### src/melf_defs.vh
// Constants for the memory error log register bank
`ifndef MELF_DEFS_VH
`define MELF_DEFS_VH

// Register port map: addr[4:2] bank slot, addr[1:0] word in slot
`define MELF_REG_CTRL     8'h80
`define MELF_SLOT_BRIDGE  3'h7
`define MELF_WORD_ST_LO   2'h0
`define MELF_WORD_ST_HI   2'h1
`define MELF_WORD_MI_LO   2'h2
`define MELF_WORD_MI_HI   2'h3
`define MELF_CTRL_RST     2'h3
`define MELF_CTRL_MC_EN   0
`define MELF_CTRL_BR_EN   1

// Detail log field positions
`define MELF_MI_LSB       0
`define MELF_MI_AMODE     6
`define MELF_MI_COL       10
`define MELF_MI_ROW       19
`define MELF_MI_BA0       40
`define MELF_MI_BG1       41
`define MELF_MI_BA1       42
`define MELF_MI_BA2       43
`define MELF_MI_BG2       44
`define MELF_MI_FDEV      46
`define MELF_MI_SRANK     52
`define MELF_MI_RANK      56
`define MELF_MI_ECC       59
`define MELF_MI_TRANS     63

// Correction scheme encodings
`define MELF_ECC_SDC_MODE 4'h0
`define MELF_ECC_SDC      4'h1
`define MELF_ECC_ADC_MODE 4'h4
`define MELF_ECC_ADC      4'h5
`define MELF_ECC_PM_RD    4'h8

// Status log field positions
`define MELF_ST_CODE_ONE  7
`define MELF_ST_REQ       4
`define MELF_ST_CHAN      0
`define MELF_ST_MSCOD     16
`define MELF_ST_RD        16
`define MELF_ST_PW        18
`define MELF_ST_FW        19
`define MELF_ST_CB        20
`define MELF_ST_TO        21
`define MELF_ST_PAR       22
`define MELF_ST_B1        23
`define MELF_ST_CTYPE     24
`define MELF_ST_MISC      26
`define MELF_ST_OVF       62
`define MELF_ST_VAL       63

`endif

### src/melf_error_log.v
// Memory controller and bridge error log register bank
`timescale 1ns/100ps
`include "melf_defs.vh"

module melf_error_log #(
  parameter BANKS      = 3,
  parameter BANK_SEL_W = 2,
  parameter FIRST_BANK = 13,
  parameter BRIDGE_BANK = 12
) (
  input  wire                  clock,
  input  wire                  rst,
  input  wire [7:0]            addr,
  input  wire [31:0]           wdata,
  input  wire                  wr,
  input  wire                  rd,
  output reg  [31:0]           rdata,
  input  wire                  mc_evt,
  input  wire [BANK_SEL_W-1:0] mc_bank,
  input  wire [2:0]            mc_req_type,
  input  wire [3:0]            mc_chan,
  input  wire [15:0]           mc_mscod,
  input  wire                  mc_uncorr,
  input  wire                  mc_transient,
  input  wire [5:0]            mc_lsb,
  input  wire [2:0]            mc_amode,
  input  wire [6:0]            mc_col,
  input  wire [20:0]           mc_row,
  input  wire [2:0]            mc_bank_addr,
  input  wire [1:0]            mc_bank_grp,
  input  wire [5:0]            mc_fail_dev,
  input  wire [3:0]            mc_sub_rank,
  input  wire [2:0]            mc_rank,
  input  wire [3:0]            mc_ecc_mode,
  input  wire                  br_evt,
  input  wire                  br_mirror_evt,
  input  wire [2:0]            br_req_type,
  input  wire [3:0]            br_chan,
  input  wire [6:0]            br_flags,
  input  wire [1:0]            br_chan_type_err,
  input  wire [5:0]            br_misc_err,
  output wire [BANKS-1:0]      mc_valid,
  output wire                  br_valid
);

  // Bank numbers as software sees them
  localparam [7:0] MC_FIRST_NUM = FIRST_BANK[7:0];
  localparam [7:0] BR_NUM       = BRIDGE_BANK[7:0];

  reg  [1:0]          ctrl_r;
  reg  [63:0]         br_st_r;
  reg  [63:0]         br_mi_r;
  reg  [63:0]         br_st_nxt;
  reg  [31:0]         rd_nxt;
  wire [64*BANKS-1:0] st_flat;
  wire [64*BANKS-1:0] mi_flat;
  wire [63:0]         mc_st_word;
  wire [63:0]         mc_mi_word;
  wire [15:0]         br_code_set;
  wire                mc_log;
  wire                br_log;
  wire                br_clr;
  wire [2:0]          slot;
  wire                in_banks;

  // Compound code: eight zeros, a one, request type, channel
  function [15:0] code16;
    input [2:0] req;
    input [3:0] chan;
    reg   [15:0] c;
    begin
      c = 16'h0000;
      c[`MELF_ST_CODE_ONE] = 1'b1;
      c[`MELF_ST_REQ +: 3] = req;
      c[`MELF_ST_CHAN +: 4] = chan;
      code16 = c;
    end
  endfunction

  // Bridge model-specific field, bits 31:16 of status
  function [15:0] br_mscod;
    input [6:0] fl;
    input [1:0] ctype;
    input [5:0] misc;
    reg   [15:0] m;
    begin
      m = 16'h0000;
      m[`MELF_ST_RD - 16] = fl[0];
      m[`MELF_ST_PW - 16] = fl[1];
      m[`MELF_ST_FW - 16] = fl[2];
      m[`MELF_ST_CB - 16] = fl[3];
      m[`MELF_ST_TO - 16] = fl[4];
      m[`MELF_ST_PAR - 16] = fl[5];
      m[`MELF_ST_B1 - 16] = fl[6];
      m[`MELF_ST_CTYPE - 16 +: 2] = ctype;
      m[`MELF_ST_MISC - 16 +: 6] = misc;
      br_mscod = m;                                   // Bit 17 left zero
    end
  endfunction

  // Reserved correction scheme codes are logged as zero
  function [3:0] ecc_legal;
    input [3:0] e;
    begin
      case (e)
        `MELF_ECC_SDC_MODE,
        `MELF_ECC_SDC,
        `MELF_ECC_ADC_MODE,
        `MELF_ECC_ADC,
        `MELF_ECC_PM_RD: ecc_legal = e;
        default:         ecc_legal = 4'h0;
      endcase
    end
  endfunction

  // Memory bank detail record
  function [63:0] misc_word;
    input [5:0]  lsb;
    input [2:0]  amode;
    input [6:0]  col;
    input [20:0] row;
    input [2:0]  ba;
    input [1:0]  bg;
    input [5:0]  fdev;
    input        uncorr;
    input        trans;
    input [3:0]  srank;
    input [2:0]  rank;
    input [3:0]  ecc;
    reg   [63:0] m;
    begin
      m = 64'h0000000000000000;
      m[`MELF_MI_LSB +: 6] = lsb;
      m[`MELF_MI_AMODE +: 3] = amode;
      m[`MELF_MI_COL +: 7] = col;
      m[`MELF_MI_ROW +: 21] = row;
      m[`MELF_MI_BA0] = ba[0];
      m[`MELF_MI_BA1] = ba[1];
      m[`MELF_MI_BA2] = ba[2];
      m[`MELF_MI_BG1] = bg[0];
      m[`MELF_MI_BG2] = bg[1];
      if (!uncorr && !trans) begin
        m[`MELF_MI_FDEV +: 6] = fdev;
      end
      m[`MELF_MI_SRANK +: 4] = srank;
      m[`MELF_MI_RANK +: 3] = rank;
      m[`MELF_MI_ECC +: 4] = ecc_legal(ecc);
      m[`MELF_MI_TRANS] = trans;
      misc_word = m;
    end
  endfunction

  assign mc_log      = mc_evt & ctrl_r[`MELF_CTRL_MC_EN];
  assign br_log      = br_evt & ctrl_r[`MELF_CTRL_BR_EN];
  assign br_code_set = br_mscod(br_flags, br_chan_type_err, br_misc_err);
  assign mc_st_word  = {1'b1, 31'h00000000, mc_mscod,
                        code16(mc_req_type, mc_chan)};
  assign mc_mi_word  = misc_word(mc_lsb, mc_amode, mc_col, mc_row, mc_bank_addr,
                                 mc_bank_grp, mc_fail_dev, mc_uncorr, mc_transient,
                                 mc_sub_rank, mc_rank, mc_ecc_mode);
  assign slot        = addr[4:2];
  assign in_banks    = (addr[7:5] == 3'h0) && ({29'h0, slot} < BANKS);
  assign br_clr      = wr && (addr[7:5] == 3'h0) && (slot == `MELF_SLOT_BRIDGE) &&
                       (addr[1:0] == `MELF_WORD_ST_HI);

  // Memory controller banks
  genvar b;
  generate
    for (b = 0; b < BANKS; b = b + 1) begin : g_bank
      reg  [63:0] st_r;
      reg  [63:0] mi_r;
      wire        hit;
      wire        clr;
      assign hit = mc_log && ({{(32-BANK_SEL_W){1'b0}}, mc_bank} == b);
      assign clr = wr && (addr[7:5] == 3'h0) && ({29'h0, slot} == b) &&
                   (addr[1:0] == `MELF_WORD_ST_HI);
      always @(posedge clock) begin
        if (rst) begin
          st_r <= 64'h0000000000000000;
          mi_r <= 64'h0000000000000000;
        end else if (hit && (!st_r[`MELF_ST_VAL] || clr)) begin
          // Status and detail change together; new event beats clear
          st_r <= mc_st_word;
          mi_r <= mc_mi_word;
        end else if (hit) begin
          // First record kept, later one only flagged
          st_r[`MELF_ST_OVF] <= 1'b1;
        end else if (clr) begin
          st_r <= 64'h0000000000000000;
          mi_r <= 64'h0000000000000000;
        end
      end
      assign st_flat[64*b +: 64] = st_r;
      assign mi_flat[64*b +: 64] = mi_r;
      assign mc_valid[b]         = st_r[`MELF_ST_VAL];
    end
  endgenerate

  // Bridge bank status next value
  always @* begin
    br_st_nxt = br_st_r;
    if (br_log && (!br_st_r[`MELF_ST_VAL] || br_clr)) begin
      br_st_nxt = {1'b1, 31'h00000000, br_code_set,
                   code16(br_req_type, br_chan)};
    end else if (br_log) begin
      br_st_nxt[`MELF_ST_OVF] = 1'b1;
    end else if (br_clr) begin
      br_st_nxt = 64'h0000000000000000;
    end
  end

  // Bridge bank registers and control
  always @(posedge clock) begin
    if (rst) begin
      br_st_r <= 64'h0000000000000000;
      br_mi_r <= 64'h0000000000000000;
      ctrl_r  <= `MELF_CTRL_RST;
    end else begin
      br_st_r <= br_st_nxt;
      if (br_mirror_evt) begin
        // Mirror corrections use the bridge code set
        br_mi_r <= {32'h00000000, br_code_set,
                    code16(br_req_type, br_chan)};
      end
      if (wr && (addr == `MELF_REG_CTRL)) begin
        ctrl_r <= wdata[1:0];
      end
    end
  end

  assign br_valid = br_st_r[`MELF_ST_VAL];

  // Read decode
  always @* begin
    rd_nxt = 32'h00000000;
    if (addr == `MELF_REG_CTRL) begin
      rd_nxt = {8'h00, MC_FIRST_NUM, BR_NUM, 6'h00, ctrl_r};
    end else if (in_banks) begin
      case (addr[1:0])
        `MELF_WORD_ST_LO: rd_nxt = st_flat[64*slot +: 32];
        `MELF_WORD_ST_HI: rd_nxt = st_flat[64*slot + 32 +: 32];
        `MELF_WORD_MI_LO: rd_nxt = mi_flat[64*slot +: 32];
        default:          rd_nxt = mi_flat[64*slot + 32 +: 32];
      endcase
    end else if ((addr[7:5] == 3'h0) && (slot == `MELF_SLOT_BRIDGE)) begin
      case (addr[1:0])
        `MELF_WORD_ST_LO: rd_nxt = br_st_r[31:0];
        `MELF_WORD_ST_HI: rd_nxt = br_st_r[63:32];
        `MELF_WORD_MI_LO: rd_nxt = br_mi_r[31:0];
        default:          rd_nxt = br_mi_r[63:32];
      endcase
    end
  end

  // Read data stand only in the cycle after the strobe
  always @(posedge clock) begin
    if (rst) begin
      rdata <= 32'h00000000;
    end else if (rd) begin
      rdata <= rd_nxt;
    end else begin
      rdata <= 32'h00000000;
    end
  end

endmodule // melf_error_log

### config.mk
export PLATFORM = sky130hd
export DESIGN_NAME = melf_error_log
export DESIGN_NICKNAME = d
export VERILOG_FILES = /design/src/melf_error_log.v
export VERILOG_INCLUDE_DIRS = /design/src
export SDC_FILE = /design/constraint.sdc
export NUM_CORES = 1
export LEC_CHECK = 0
export BUFFER_PORTS_ARGS = -buffer_cell sky130_fd_sc_hd__buf_2
export CELL_PAD_IN_SITES_DETAIL_PLACEMENT = 1
export CELL_PAD_IN_SITES_GLOBAL_PLACEMENT = 1
export CORE_ASPECT_RATIO = 1.75
export CORE_MARGIN = 5
export CORE_UTILIZATION = 45
export CTS_BUF_LIST = sky130_fd_sc_hd__clkbuf_4
export DETAILED_ROUTE_END_ITERATION = 10
export GPL_TIMING_DRIVEN = 0
export PLACE_DENSITY_LB_ADDON = 0.25
export SYNTH_ARGS = -nofsm -noshare
export SYNTH_HDL_FRONTEND = slang
export SYNTH_SLANG_ARGS = --single-unit
### constraint.sdc
create_clock -name clock -period 5.1 [get_ports clock]
set_input_delay 1.02 -clock clock [delete_from_list [all_inputs] [get_ports clock]]
set_output_delay 1.02 -clock clock [all_outputs]
set_load 0.03 [all_outputs]
==> results of run 1 <==
[power groups by stage]
stage               sequential [W]  combinational (W)  clock (W)
global placement           0.00282           0.000564          0
detailed placement         0.00282           0.000576          0
floorplan                  0.00280           0.000335          0
global route               0.00277           0.000616    0.00226
CTS                        0.00276           0.000579    0.00212
finish                     0.00276           0.000590    0.00211
[synth_stat cells (all sizes together) (24+ instances only)]
library cell / instances / area share
nor2b: 68 / 0.032
buf: 51 / 0.021
dfxtp: 336 / 0.50
nor2: 39 / 0.011
a221o: 40 / 0.030
mux2i: 54 / 0.040
mux2: 70 / 0.059
a22o: 230 / 0.15
a21oi: 46 / 0.018
nand2: 32 / 0.0089
a32o: 25 / 0.019
clkbuf: 71 / 0.020
nand3: 24 / 0.0089
[routing by layer]
layer	part of all wire	up-vias
met1	0.37	6055
met5	0.00024	-
met3	0.062	218
met4	0.070	2
met2	0.50	606
li1	-	5254
[path summary, 6_finish.rpt]
path / from / endpoint / slack [ns] / cells past startpoint
max: rst / g_bank[1].mi_r[51] / 1.99 / 5
min: br_misc_err[2] / br_st_r[28] / 0.46 / 2
max reg2reg: ctrl_r[0] / g_bank[0].mi_r[53] / 2.53 / 6
min reg2reg: g_bank[0].mi_r[60] / g_bank[0].mi_r[60] / 0.47 / 1
[layout make-up]
class                   count  share of cell area
plain buffers             122              0.0355
multi-input cells         767               0.394
clock inverters            22             0.00527
inverters                   4            0.000958
flip-flops and latches    336               0.429
diodes                      4            0.000639
repair buffers            158              0.0505
well taps                 382              0.0305
clock buffers             112              0.0537
[worst max-delay path, cell delays in order]
cell and delay (ns):
clkbuf_1 0.32, clkbuf_1 0.45, nor3_1 1.30, clkbuf_1 0.48, a32o_1 0.26
[per-stage QoR]
stage | utilization | hold WS (ns)
finish | 0.531 | 0.463
global route | 0.531 | 0.427
CTS | 0.531 | 0.431
detailed placement | 0.500 | 0.443
global placement | 0.500 | 0.438
floorplan | - | 0.424
[kinds of logic after synthesis]
logic type / Yosys count / synth area share
AOI/OAI and AO/OA: 405 / 0.252
DFF: 336 / 0.500
and+or+nand+nor: 230 / 0.0935
muxes: 132 / 0.112
buffers and inverters: 126 / 0.0424
[flip-flops by register name (all words and copies together) (netlist names)]
signal	cells
br_mi_r	23
br_st_r	24
ctrl_r	2
g_bank.mi_r	180
g_bank.st_r	75
rdata	32
==> impl_results.md, run 1 <==
* Nets at about 1.6k
* Post-DP HPWL at slightly below 40000 um
* Die area at ~34000 um2
* # H-tree levels at 3
* Clock sinks at 336
* Root Buffer Master: clkbuf_4
* RSZ-0062 raised after global routing: false
* Max-slew violations at 10
* Final-report setup violation count at 0
* Worst EP required at 5.83 ns
* Tot Pwr at around 0.0055 W
* Die height at 239 um
* Vias per cell at 6.36
* Multi-input gate area at slightly above 6000 um2
* Largest net degree at the start of global routing at 11
* WL/cell at 28.2 um
* Post-synthesis sequential area ratio at 0.500
* Startpoint types: primary input
* Routed WL at 53800 um
* PortBufs at ~160
* Number of synthesized flops with an enable pin at 0
* Final Non-Filler Cells at approximately 1.9k
* GP Congestion at 0.966
* Worst Skew at approximately 0.033 ns
* Post-DRT Antenna Nets at 0
* DRC viols at 0
* Most frequent cells in the layout: 336 x dfxtp_1, 230 x a22o_1, 185 x buf_2, 112 x clkbuf_4, 71 x clkbuf_1
* Pre-CTS setup slack at approximately 1.4 ns
* Ys flop type: dfxtp_1
* #FFs+latches synth at 336
* Synth cell types at 56
* First-pass GRT wire length at between 70000 and 80000 um
* GRT Max-Usage Layer: met2
* Psw at approximately 0.0015 W
* Router iterations before antenna repair at 5
* Vias at 12.1k
* Least-Margin Pin Slew at about 1.6 ns
* Inst Count DP at between 1.5k and 2k
* Cell Int Power at between 0.003 and 0.004 W
* TritonCTS Buffers at 79
* Met2 usage at 0.545
* Crit share post-route at 0.609
* Initial Utilization at 0.457
* Post CTS Setup Buffer Count at 0
* Share of layout cells above drive strength 1 at 0.258
* Synth-to-layout area growth at 16.4%
* Post-route setup slack at between 1.5 and 2 ns
* Final TNS setup at 0 ns
* Met3 Resource Use GR at 0.0612
* Synth async-reset ratio at 0
* Worst-path clk slew at roughly 0.070 ns
* Met1 GRT Util at 0.343
* Boundary pin count at between 150 and 200
* Core area at between 20000 and 30000 um2
* Crit path DAT at 3.84 ns
* Post-route cell area at between 15000 and 20000 um2
* Die width at about 140 um
* Post-CTS Hold Fix Bufs at 0
* CP max FO at 10
* Switching Fraction at 0.281
* Post-DP Area at approximately 15000 um2
* Max Fclk at approximately 320 MHz
* Pwr per Cell Area at around 350 nW/um2
* Worst setup EP type: flop
* Initial antenna violation count at 3
* Sequential power share at 0.506
* Mapped Cells at 1229
* Status: complete, but fails checks
* Clk network pwr share at 0.386
* Maxcap violations at 1
* CTS tree: yes
* Mapped Nets at about 1.4k
* Slew HR at -0.0545
* Iteration-0 DRC Markers at 1027
* Resized Gates After CTS at 0
* Worst-Skew Late Latency at 0.80 ns
* Tmin final at 3.11 ns
* Leakage at 6.42 nW
* Syn_area_per_cell at roughly 11 um2
* Combinational share of power at 0.108
* Commonest non-fill, non-tap cell in the layout: dfxtp_1
* Hold Path Class: in -> reg
* Worst vdd ir at between 0.1 and 0.15 mV
* Clk buf depth at 3
* Ys Warns at 0
* Setup CP Type: in -> reg
* Failing checks: max-capacitance violations, max-slew violations
* GRT overflow at 0
* Total Routing Usage GR at 0.313
* Filler Cells Inserted at between 3k and 4k
* Storage element area at approximately 6700 um2
* Hold Vio Cnt, Final at 0
* Row cnt at 83
* Via count of the first global-routing pass at between 10k and 15k
* Mapped cell area at approximately 13000 um2
No activity file was read; power rests on OpenSTA's default activity.
==> run 2: changes to the inputs <==
ABC_AREA = 1   (was unset)
CORE_UTILIZATION = 44   (was 45)
clock period = 3.15 ns   (was 5.1 ns; I/O delays follow)
==> impl_results.md, run 2 <==
* Status: finished, final reports clean
* Synth Area in Compound Gates at 0.252
* Clk buf depth at 3
* Delay of the slowest critical-path stage at approximately 0.64 ns
* Total Routing Usage GR at 0.420
* Post-CTS Hold Fix Bufs at 0
* Vias per cell at between 6 and 7
* Most frequent cells in the layout: 367 x nand3_1, 366 x nand2_1, 336 x dfxtp_1, 312 x a21oi_1, 280 x o211ai_1
* Leakage at 6.90 nW
* WL met3 at between 6000 and 7000 um
* # H-tree levels at 3
* Synth cell types at 28
* Worst EP required at about 3.9 ns
* Via count of the first global-routing pass at between 15k and 20k
* WL/cell at 30.0 um
* Top-count cell post-synth: nand3_1
* Die height at 263 um
* Ys Warns at 0
* Boundary pin count at 191
* Initial Utilization at 0.446
* PortBufs at between 150 and 200
* Initial antenna violation count at 4
* Least-Margin Pin Slew at between 1 and 1.5 ns
* Worst Reg-to-Reg Cells at 8
* Post-route cell area at 18400 um2
* Final-report setup violation count at 0
* Top area cells in the synthesized netlist: dfxtp_1 42%, o211ai_1 13%, nand3_1 11%, a21oi_1 9.7%, nand2_1 8.5%
* Top Layer Used: met4
* Hold Path Origin: br_misc_err[2]
* Worst Skew at 0.0491 ns
* Row cnt at about 90
* Mapped Cells at ~2.2k
* CTS tree: yes
* Xor/xnor share of the synthesized area at 0
* Worst-Skew Late Latency at between 0.8 and 0.9 ns
* Storage element area at 6730 um2
* Resized Gates After CTS at 0
* Multi-input gate area at about 8000 um2
* GP Congestion at 1.07
* Largest registers: g_bank.mi_r x180, g_bank.st_r x75, rdata x32
* Slowest cell on the critical path: clkbuf_1
* Worst R2R Setup Slack at around 0.15 ns
* Nets at around 2.6k
* Iteration-0 DRC Markers at about 1.6k
* DRC viols at 0
* Worst vdd ir at slightly above 0.3 mV
* RSZ-0062 raised after global routing: false
* Die area at approximately 41000 um2
* Post-DP HPWL at between 60000 and 70000 um
* Post-DP Area at around 17000 um2
* CP max FO at 10
* Hold Vio Cnt, Final at 0
* Hold Path Stages at 3
* Pwr per Cell Area at between 500 and 600 nW/um2
* Startpoint types: flop
* Vias at 18.8k
* Die width at 154 um
* Reg with most FFs: g_bank.mi_r
* Tmin final at roughly 3.0 ns
* Filler Cells Inserted at ~4.8k
* Core area at 36000 um2
* Ys flop type: dfxtp_1
* Hold Path Class: in -> reg
* Share of layout cells above drive strength 1 at 0.165
* TritonCTS Buffers at 85
* Post-synthesis simple-gate area fraction at 0.245
* Setup CP Type: reg -> reg
* Worst-path clk slew at about 0.080 ns
* Post CTS Setup Buffer Count at 0
* Met2 routed WL at roughly 43000 um
* Hold endpoint: br_mi_r[28]
* Crit share post-route at 0.953
* Post-synthesis sequential area ratio at 0.418
* Router iterations before antenna repair at 7
* Mapped Nets at 2337
* Area leader, netlist: dfxtp_1
* Reg-to-Reg Start: ctrl_r[0]
* Largest net degree at the start of global routing at 12
* Synth-to-layout area growth at 14.7%
* R2R Path End: g_bank[0].mi_r[37]
* Routed WL at between 80000 and 90000 um
* Top delay family on crit path: buffers and inverters
* WP buf/inv at 4
* Synth async-reset ratio at 0
* Max FFs per register at 180
* Syn_area_per_cell at about 7.4 um2
* Root Buffer Master: clkbuf_4
* CP Cell Sequence: nand2_1 -> inv_1 -> nand3_1 -> inv_1 -> buf_2 -> clkbuf_1 -> nand3_1 -> a21oi_1
* Yosys top cell area share at 0.418
* Post-DRT Antenna Nets at 0
* Routed length on met1 at between 20000 and 30000 um
* Final TNS setup at 0 ns
* Crit path DAT at 3.73 ns
* Mapped cell area at roughly 16000 um2
* Multiplexer share of the synthesized area at 0
* Number of synthesized flops with an enable pin at 0
* Largest family of logic cells by synthesized area: compound AO/OA/AOI/OAI gates
* #FFs+latches synth at around 340
* Clock sinks at between 300 and 400
* Max Fclk at about 330 MHz
* Commonest non-fill, non-tap cell in the layout: nand3_1
* Post-synth top cells: 367 x nand3_1, 366 x nand2_1, 336 x dfxtp_1, 312 x a21oi_1, 280 x o211ai_1
* Max-slew violations at 0
* Slew HR at 0.0963
* Post-Synth Adder-Cell Area at 0
* GRT overflow at 0
* Maxcap violations at 0
* First-pass GRT wire length at between 100000 and 150000 um
* Worst setup EP type: flop
## run 2: logic make-up after synthesis
family / count (synthesis)
and+or+nand+nor: 883
DFF: 336
AOI/OAI and AO/OA: 654
buffers and inverters: 309
## run 2: area by class of cell
class,instances,area share
flip-flops and latches,336,0.365
plain buffers,240,0.0602
well taps,470,0.0319
multi-input cells,1537,0.433
diodes,9,0.00122
clock inverters,17,0.00387
repair buffers,155,0.0421
clock buffers,121,0.0493
inverters,69,0.0140
## run 2: worst register-to-register path: cells and delay by family (launching register included)
family,cells,cell delay [ns]
AO/OA/AOI/OAI,1,0.19
flip-flops,1,0.37
buffers and inverters,4,1.46
AND/OR/NAND/NOR,3,0.94
## run 2: worst max path at each step
stage / startpoint / slack (ns) / end / depth (start not counted)
2_1_floorplan: addr[0] / 1.30 / g_bank[2].mi_r[37] / 10
3_3_place_gp: mc_evt / -0.04 / g_bank[0].mi_r[37] / 9
3_5_place_dp: mc_evt / -0.1 / g_bank[0].mi_r[37] / 9
4_1_cts: ctrl_r[0] / 0.26 / g_bank[0].mi_r[37] / 8
5_1_grt: ctrl_r[0] / 0.18 / g_bank[0].mi_r[37] / 8
6_report: ctrl_r[0] / 0.15 / g_bank[0].mi_r[37] / 8
## run 2: report_power, final
part           leakage [nW]  switching (W)  internal (W)  total [W]
combinational          3.57       0.000912      0.000347    0.00126
clock                 0.594        0.00192       0.00175    0.00367
sequential             2.73       0.000114       0.00439    0.00450
## run 2: routing by layer
layer | vias to the layer above | GRT usage
li1 | 8216 | -
met1 | 9065 | 0.396
met2 | 1068 | 0.716
met3 | 449 | 0.0980
met4 | 0 | 0.425
met5 | - | 0
## run 2: through the flow
step                       util  std cells  total power [W]  hold slack, ns  worst slack [ns]
after detailed placement  0.484       2807          0.00580           0.438           -0.0986
final                     0.512       2954          0.00943          0.0764             0.148
after global routing      0.512       2954          0.00972          0.0603             0.185
after floorplan               -       2182          0.00521           0.417              1.30
after global placement    0.484       2807          0.00577           0.435           -0.0386
after CTS                 0.511       2945          0.00939          0.0450             0.255
